==> src/wdt_pkg.sv <==
// ****************************************************************
// shared constants for the watchdog timer
// ****************************************************************
package wdt_pkg;

   // ****************************************************************
   // register byte addresses
   // ****************************************************************
   localparam logic [31:0] WDT_ADDR_RELOAD = 32'hffff_0360;
   localparam logic [31:0] WDT_ADDR_COUNT = 32'hffff_0364;
   localparam logic [31:0] WDT_ADDR_CONTROL = 32'hffff_0368;
   localparam logic [31:0] WDT_ADDR_CLEAR = 32'hffff_036c;
   localparam logic [31:0] WDT_ADDR_CAPTURE = 32'hffff_0370;

   // ****************************************************************
   // values after reset
   // ****************************************************************
   localparam logic [15:0] WDT_RELOAD_RST = 16'h03d7;
   localparam logic [15:0] WDT_COUNT_RST = 16'h03d7;
   localparam logic [15:0] WDT_CAPTURE_RST = 16'h0000;
   localparam logic [8:0] WDT_CTRL_RST = 9'h000;
   localparam logic [7:0] WDT_LFSR_RST = 8'h00;
   localparam logic [7:0] WDT_PRE_RST = 8'h00;

   // ****************************************************************
   // control field positions
   // ****************************************************************
   localparam int WDT_CTRL_W = 9;
   localparam int WDT_BIT_STOP_PD = 0;
   localparam int WDT_BIT_IRQ_SEL = 1;
   localparam int WDT_BIT_PRE_LO = 2;
   localparam int WDT_BIT_PRE_HI = 3;
   localparam int WDT_BIT_SECURE = 4;
   localparam int WDT_BIT_WD_MODE = 5;
   localparam int WDT_BIT_PERIODIC = 6;
   localparam int WDT_BIT_ENABLE = 7;
   localparam int WDT_BIT_COUNT_UP = 8;

   // ****************************************************************
   // counting constants
   // ****************************************************************
   localparam logic [15:0] WDT_COUNT_ZERO = 16'h0000;
   localparam logic [15:0] WDT_COUNT_FULL = 16'hffff;
   localparam logic [15:0] WDT_COUNT_ONE = 16'h0001;
   localparam logic [7:0] WDT_LFSR_TAPS = 8'h63;
   localparam logic [7:0] WDT_PRE_MASK16 = 8'h0f;
   localparam logic [7:0] WDT_PRE_MASK256 = 8'hff;
   localparam int WDT_OSC_HZ = 32768;
   localparam int WDT_MAX_TIMEOUT_S = 512;

   // ****************************************************************
   // types
   // ****************************************************************
   typedef enum logic [1:0] {WDT_PRE_DIV1, WDT_PRE_DIV16, WDT_PRE_DIV256, WDT_PRE_RSVD}
      wdt_pre_type;
   typedef enum logic {WDT_MODE_NORMAL, WDT_MODE_WATCHDOG} wdt_mode_type;

   // address match for one register word
   function automatic logic wdt_hit(input logic [31:0] addr, input logic [31:0] base);
      wdt_hit = (addr == base);
   endfunction

endpackage

==> src/wdt_prescaler.sv <==
`timescale 1ns/1ps
// ****************************************************************
// oscillator prescaler, divide by 1, 16 or 256
// ****************************************************************
module wdt_prescaler (
   input logic clk_sys,
   input logic reset,
   input logic osc_rise,
   input logic run,
   input wdt_pkg::wdt_pre_type sel,
   output logic tick
);
   logic [7:0] div_q;
   logic [7:0] div_d;
   logic last_w;

   // terminal count per division setting
   assign last_w = (sel == wdt_pkg::WDT_PRE_DIV16) ?
                   ((div_q & wdt_pkg::WDT_PRE_MASK16) == wdt_pkg::WDT_PRE_MASK16) :
                   (sel == wdt_pkg::WDT_PRE_DIV256) ? (div_q == wdt_pkg::WDT_PRE_MASK256) :
                   1'b1;
   assign tick = run && osc_rise && last_w;
   assign div_d = (run && osc_rise) ? div_q + 8'h01 : div_q;

   // divider counter
   always_ff @(posedge clk_sys or posedge reset)
   begin
      if (reset)
         div_q <= wdt_pkg::WDT_PRE_RST;
      else
         div_q <= div_d;
   end
endmodule

==> src/wdt_lfsr.sv <==
`timescale 1ns/1ps
// ****************************************************************
// secure clear sequence register
// ****************************************************************
module wdt_lfsr (
   input logic clk_sys,
   input logic reset,
   input logic load,
   input logic advance,
   input logic [7:0] seed,
   output logic [7:0] state
);
   logic [7:0] state_q;
   logic [7:0] next_w;

   // galois step, taps x8+x6+x5+x+1
   assign next_w = {state_q[6:0], 1'b0} ^ (state_q[7] ? wdt_pkg::WDT_LFSR_TAPS : 8'h00);
   assign state = state_q;

   // seed load or step
   always_ff @(posedge clk_sys or posedge reset)
   begin
      if (reset)
         state_q <= wdt_pkg::WDT_LFSR_RST;
      else if (load)
         state_q <= seed;
      else if (advance)
         state_q <= next_w;
   end
endmodule

==> src/wdt_timer.sv <==
// Decided for this implementation: register access over APB.
`timescale 1ns/1ps
module wdt_timer (
   input logic clk_sys,
   input logic reset,
   input logic psel,
   input logic penable,
   input logic pwrite,
   input logic [31:0] paddr,
   input logic [31:0] pwdata,
   output logic [31:0] prdata,
   output logic pready,
   output logic pslverr,
   input logic osc_32k,
   input logic debug_halt,
   input logic periph_powerdown,
   input logic capture_enable,
   output logic wdog_reset_req,
   output logic wdog_irq,
   output logic timer_irq
);
   // ****************************************************************
   // declarations
   // ****************************************************************
   logic [15:0] reload_q;
   logic [15:0] reload_d;
   logic [15:0] count_q;
   logic [15:0] count_d;
   logic [15:0] capture_q;
   logic [15:0] capture_d;
   logic [8:0] ctrl_q;
   logic [8:0] ctrl_d;
   logic [31:0] prdata_q;
   logic [31:0] prdata_d;
   logic osc_q;
   logic timer_irq_q;
   logic timer_irq_d;
   logic wdog_irq_q;
   logic wdog_irq_d;
   logic rst_req_q;
   logic rst_req_d;
   logic hit_reload;
   logic hit_count;
   logic hit_ctrl;
   logic hit_clear;
   logic hit_capture;
   logic hit_any;
   logic setup_w;
   logic wr_w;
   logic clr_wr;
   logic locked_w;
   logic wd_w;
   logic run_w;
   logic tick_w;
   logic up_w;
   logic at_end_w;
   logic event_w;
   logic timeout_w;
   logic secure_w;
   logic sec_check_w;
   logic sec_miss_w;
   logic sec_match_w;
   logic [7:0] lfsr_w;
   logic [15:0] step_w;
   wdt_pkg::wdt_mode_type mode_w;

   // ****************************************************************
   // bus decode
   // ****************************************************************
   // register selection and apb phases
   assign hit_reload = wdt_pkg::wdt_hit(paddr, wdt_pkg::WDT_ADDR_RELOAD);
   assign hit_count = wdt_pkg::wdt_hit(paddr, wdt_pkg::WDT_ADDR_COUNT);
   assign hit_ctrl = wdt_pkg::wdt_hit(paddr, wdt_pkg::WDT_ADDR_CONTROL);
   assign hit_clear = wdt_pkg::wdt_hit(paddr, wdt_pkg::WDT_ADDR_CLEAR);
   assign hit_capture = wdt_pkg::wdt_hit(paddr, wdt_pkg::WDT_ADDR_CAPTURE);
   assign hit_any = hit_reload | hit_count | hit_ctrl | hit_clear | hit_capture;
   assign setup_w = psel && !penable;
   assign wr_w = psel && penable && pwrite && hit_any;
   assign clr_wr = wr_w && hit_clear;
   assign pready = psel && penable;
   assign pslverr = psel && penable && !hit_any;
   assign prdata = prdata_q;

   // read data latched in the setup cycle, reserved bits zero
   assign prdata_d = !setup_w ? prdata_q :
                     hit_reload ? {16'h0000, reload_q} :
                     hit_count ? {16'h0000, count_q} :
                     hit_ctrl ? {23'h00_0000, ctrl_q} :
                     hit_capture ? {16'h0000, capture_q} :
                     32'h0000_0000;

   // ****************************************************************
   // mode and protection
   // ****************************************************************
   // watchdog entry locks reload and control
   assign wd_w = ctrl_q[wdt_pkg::WDT_BIT_WD_MODE];
   assign mode_w = wd_w ? wdt_pkg::WDT_MODE_WATCHDOG : wdt_pkg::WDT_MODE_NORMAL;
   assign locked_w = wd_w;
   assign reload_d = (wr_w && hit_reload && !locked_w) ? pwdata[15:0] : reload_q;
   assign ctrl_d = (wr_w && hit_ctrl && !locked_w) ? pwdata[8:0] : ctrl_q;

   // ****************************************************************
   // counting
   // ****************************************************************
   // halt in debug, optional halt in power-down
   assign run_w = (ctrl_q[wdt_pkg::WDT_BIT_ENABLE] || wd_w) && !debug_halt &&
                  !(ctrl_q[wdt_pkg::WDT_BIT_STOP_PD] && periph_powerdown);

   wdt_prescaler u_prescaler (
      .clk_sys(clk_sys),
      .reset(reset),
      .osc_rise(osc_32k && !osc_q),
      .run(run_w),
      .sel(wdt_pkg::wdt_pre_type'(ctrl_q[wdt_pkg::WDT_BIT_PRE_HI:wdt_pkg::WDT_BIT_PRE_LO])),
      .tick(tick_w)
   );

   // direction, end of range and step value
   assign up_w = ctrl_q[wdt_pkg::WDT_BIT_COUNT_UP] && !wd_w;
   assign at_end_w = up_w ? (count_q == wdt_pkg::WDT_COUNT_FULL) :
                     (count_q == wdt_pkg::WDT_COUNT_ZERO);
   assign event_w = tick_w && at_end_w;
   assign timeout_w = event_w && wd_w;
   assign step_w = up_w ? count_q + wdt_pkg::WDT_COUNT_ONE : count_q - wdt_pkg::WDT_COUNT_ONE;

   // secure clear check against the sequence register
   assign secure_w = ctrl_q[wdt_pkg::WDT_BIT_SECURE];
   assign sec_check_w = clr_wr && wd_w && secure_w;
   assign sec_miss_w = sec_check_w && ((pwdata[7:0] != lfsr_w) ||
                       (lfsr_w == 8'h00));
   assign sec_match_w = sec_check_w && !sec_miss_w;

   wdt_lfsr u_lfsr (
      .clk_sys(clk_sys),
      .reset(reset),
      .load(clr_wr && !wd_w),
      .advance(sec_match_w),
      .seed(pwdata[7:0]),
      .state(lfsr_w)
   );

   // next count value
   always_comb
   begin
      count_d = count_q;
      case (mode_w)
         wdt_pkg::WDT_MODE_WATCHDOG:
         begin
            if (clr_wr || timeout_w)
               count_d = reload_q;
            else if (tick_w)
               count_d = step_w;
         end
         wdt_pkg::WDT_MODE_NORMAL:
         begin
            if (clr_wr || (event_w && ctrl_q[wdt_pkg::WDT_BIT_PERIODIC]))
               count_d = reload_q;
            else if (tick_w)
               count_d = step_w;
         end
         default:
            count_d = count_q;
      endcase
   end

   // ****************************************************************
   // events and capture
   // ****************************************************************
   // set wins over clear on both irq flags; the reset request is a one-cycle pulse
   assign timer_irq_d = (event_w && !wd_w) || (timer_irq_q && !clr_wr);
   assign wdog_irq_d = (timeout_w && ctrl_q[wdt_pkg::WDT_BIT_IRQ_SEL]) ||
                       (wdog_irq_q && !clr_wr);
   assign rst_req_d = (timeout_w && !ctrl_q[wdt_pkg::WDT_BIT_IRQ_SEL]) ||
                      sec_miss_w;
   assign capture_d = (capture_enable && !wd_w) ? count_q : capture_q;
   assign timer_irq = timer_irq_q;
   assign wdog_irq = wdog_irq_q;
   assign wdog_reset_req = rst_req_q;

   // ****************************************************************
   // registers, cleared only by power-on reset
   // ****************************************************************
   // config registers
   always_ff @(posedge clk_sys or posedge reset)
   begin
      if (reset)
      begin
         reload_q <= wdt_pkg::WDT_RELOAD_RST;
         ctrl_q <= wdt_pkg::WDT_CTRL_RST;
         prdata_q <= 32'h0000_0000;
      end
      else
      begin
         reload_q <= reload_d;
         ctrl_q <= ctrl_d;
         prdata_q <= prdata_d;
      end
   end

   // counter state, untouched by system resets
   always_ff @(posedge clk_sys or posedge reset)
   begin
      if (reset)
      begin
         count_q <= wdt_pkg::WDT_COUNT_RST;
         capture_q <= wdt_pkg::WDT_CAPTURE_RST;
         osc_q <= 1'b0;
      end
      else
      begin
         count_q <= count_d;
         capture_q <= capture_d;
         osc_q <= osc_32k;
      end
   end

   // event flags
   always_ff @(posedge clk_sys or posedge reset)
   begin
      if (reset)
      begin
         timer_irq_q <= 1'b0;
         wdog_irq_q <= 1'b0;
         rst_req_q <= 1'b0;
      end
      else
      begin
         timer_irq_q <= timer_irq_d;
         wdog_irq_q <= wdog_irq_d;
         rst_req_q <= rst_req_d;
      end
   end
endmodule

==> config.mk <==
export PLATFORM = sky130hd
export DESIGN_NAME = wdt_timer
export DESIGN_NICKNAME = d
export VERILOG_FILES = /design/src/wdt_pkg.sv /design/src/wdt_prescaler.sv /design/src/wdt_lfsr.sv /design/src/wdt_timer.sv
export SDC_FILE = /design/constraint.sdc
export NUM_CORES = 1
export LEC_CHECK = 0
export BUFFER_PORTS_ARGS = -buffer_cell sky130_fd_sc_hd__buf_2
export CORE_ASPECT_RATIO = 0.75
export CORE_MARGIN = 5
export CORE_UTILIZATION = 55
export CTS_CLUSTER_DIAMETER = 120
export DETAILED_ROUTE_END_ITERATION = 10
export PLACE_DENSITY = 0.8
export SLEW_MARGIN = 25
export SYNTH_ARGS = -nofsm -noshare
export SYNTH_HDL_FRONTEND = slang
export SYNTH_SLANG_ARGS = --single-unit
==> constraint.sdc <==
create_clock -name clk_sys -period 4.2 [get_ports clk_sys]
set_input_delay 0.21 -clock clk_sys [delete_from_list [all_inputs] [get_ports clk_sys]]
set_output_delay 0.21 -clock clk_sys [all_outputs]
set_load 0.005 [all_outputs]
==> qor.yml <==
synthesis:
  ys_seq_area_share_pct: 44.6
  yosysWarnings: 0
  synth_edf_count: 0
  synth_area_leader_cell: "dfrtp_1"
  syn_area_um2: 5260
  synthDistinctLibCells: 60
  synth.area.top_cells: "dfrtp_1 (37%), mux2_2 (12%), dfstp_2 (8.0%)"
  synthAdderAreaFrac_pct: 3.95
  syn_avg_cell_area_um2: 10.4
  synth_top_area_share_pct: 36.6
  yosysMostFrequentCell: "dfrtp_1"
  synth-xor-area-share_pct: 4.16
  synth-main-ff-cell: "dfrtp_1"
  synth-simple-area-share_pct: 14.8
  synth_top_family_by_area: "simple AND/OR/NAND/NOR gates"
  synthMuxAreaShare_pct: 13.5
  syn_inst: 505
  synthTopCellsByCount: "dfrtp_1 (77), mux2_2 (54), nand2_1 (47)"
  synth_compound_area_share_pct: 14.0
  async_reset_ff_share_pct: 100
  ys_ff_latch: 93
cells_and_area:
  antenna_cells: 0
  drive_gt1_share_pct: 30.5
  fin_util_pct: 65.7
  nNetsFinal: 667
  num-fill-cells: 705
  area_growth_pct: 14.8
timing:
  timing.final.ws_setup_ns: 0.504
  rsz0062_at_grt: "no"
  fmax_mhz: 271
  timing_hold_violations_final: 0
  slew_violations: 0
  worstMarginPinSlew_ns: 0.958
  finClkSkew_ns: 0.00494
  period_needed_ns: 3.70
  period_share_pct: 88.0
  slew_headroom_pct: 36.1
  tns_ns: 0
  finalSetupViolCount: 0
routing:
  wl_mm: 13.7
  first_pass_iters: 5
  drc: 0
  vias: 4362
  wl_per_cell_um: 19.2
  via_per_inst: 6.14
  final_antenna_net_count: 0
  drt_iter0_markers: 502
worst_setup_path:
  timing.critical_path.cells: "nor2b_1, inv_1, ha_1, o211ai_1, o211ai_1, nand4_1, a211o_1, a2111oi_0, o311ai_0, nand3_1"
  crit_slowest_cell: "a2111oi_0"
  critPathTopFamily: "compound AO/OA/AOI/OAI gates"
  max_stage_delay_ns: 0.58
  cpMostUsedCell: "o211ai_1"
  start_kind: "flip-flop"
  r2r-start: "ctrl_q[8]"
  crit_buf_inv: 1
  crit_path_start: "ctrl_q[8]"
  crit_type: "flip-flop to flip-flop"
  critical_path_required_ns: 4.48
  crit_arrival_ns: 3.97
  end_kind: "flip-flop"
  critPathMaxFanout: 16
pwr:
  leakage_nw: 2.86
  vdd_drop_max_mv: 0.197
  power_mw: 2.07
  cellPowerDensity_nw_per_um2: 343
floorplanning:
  coreArea_um2: 9200
  fp.dieW_um: 123
  io_pins: 110
  initial_utilization_pct: 57.2
  fp-row-count: 30
  die_h_um: 94.7
  die_area_um2: 11600
clock_tree:
  clkSlewWorstSetupHoldPaths_ns: 0.07
  numCtsBuffers: 9
  htree_num_levels: 3
  clock_latency_ns: 0.34
  postCtsHoldBufs: 2
  cts_tree: "done"
  clockBufferDepth: 2
  clk_root_buffer_cell: "clkbuf_16"
  cts_sinks: 93
  cts_resized: 0
  cts_setup_buffers: 0
outcome:
  status: "finished, final reports clean"
global_route:
  grt_first_pass_wirelength_mm: 21.9
  grt_overflow_total: 0
  grt_use_total_pct: 24.3
  grt_pass1_vias: 4308
  antenna_found_initial: 0
  grt_max_degree: 51
placed_design:
  numPortBuffers: 77
  finalWeightedCongestion: 0.892
  dp_hpwl_mm: 9.87
  post-place-ws_ns: 0.604
min_path:
  holdCritStartpoint: "pwdata[12]"
  hp-class: "input port to flip-flop"
job:
  maxCapViolCount: 0
-- path summary, 6_finish.rpt --
path                       depth (start not counted)                    to  slack [ns]
max                                               10           count_q[15]        0.50
min                                                2          reload_q[12]        0.09
max reg2reg                                       10           count_q[15]        0.50
min reg2reg                                        1  u_prescaler.div_q[6]        0.48
max in group asynchronous                          4          capture_q[6]        2.60
min in group asynchronous                          3             prdata[2]        0.51
-- flip-flops by register name (all words and copies together), names as in the netlist --
name / flops
reload_q: 16
u_prescaler.div_q: 8
u_lfsr.state: 8
osc_q: 1
ctrl_q: 9
wdog_irq: 1
prdata: 16
wdog_reset_req: 1
count_q: 16
timer_irq: 1
capture_q: 16
-- through the flow --
step                hold WS (ns)  std cells  cell area, µm²
finish                    0.0942        711            6040
global route              0.0882        711            6040
CTS                       0.0881        711            6040
detailed placement         0.336        693            5690
global placement           0.335        693            5690
floorplan                  0.241        520            5320
-- layout make-up --
| cell class | instances | area [µm²] | area share (%) |
|---|---|---|---|
| inverters | 12 | 46.3 | 0.767 |
| well taps | 128 | 160 | 2.65 |
| clock inverters | 7 | 98.8 | 1.64 |
| multi-input cells | 377 | 2710 | 44.9 |
| clock buffers | 9 | 225 | 3.73 |
| repair buffers | 85 | 450 | 7.46 |
| flip-flops and latches | 93 | 2350 | 38.9 |
-- metal layers --
layer / vias to the layer above / GRT usage, % / share of wire [%] / routed length (µm)
met2: 206 / 38.7 / 46 / 6290
met3: 15 / 6.83 / 9.3 / 1270
met5: - / 0 / 0 / 0
li1: 1972 / - / - / -
met4: 0 / 5.78 / 1.0 / 143
met1: 2169 / 33.2 / 44 / 5980
-- layout by cell type (no fill, tap or decap), types with 3 or more instances in the layout --
master     count
clkbuf_16      9
buf_4          6
nor2_1        26
o211ai_1       6
nand2b_1       4
xor2_1        16
dfstp_2       16
xnor2_1        9
mux2_2        54
inv_1         11
a21o_1         3
a21oi_1       23
o21ai_0       37
nor2b_1        7
a2111oi_0      3
ha_1          15
buf_2         77
nand3_1        8
nand4_1       12
conb_1        16
a222oi_1      15
and3_1         6
nand2_1       47
nor3_1         5
dfrtp_1       77
and2_1         3
o21a_1         3
nor4_1         9
a211oi_1       4
mux2i_1       10
-- logic make-up (layout without fill, tap and decap cells) --
family	after synthesis	in the layout
AND/OR/NAND/NOR	145	145
AO/OA/AOI/OAI	111	111
flip-flops	93	93
multiplexers	64	64
buffers and inverters	50	113
XOR/XNOR	25	25
adder cells (fa/ha/maj)	16	16
other	1	16
-- power breakdown --
part / internal, mW / switching, mW / leakage, nW
Combinational: 0.107 / 0.135 / 1.50
Clock: 0.524 / 0.350 / 0.156
Sequential: 0.926 / 0.0317 / 1.21
Note: power is estimated with default switching activity, not from simulation.
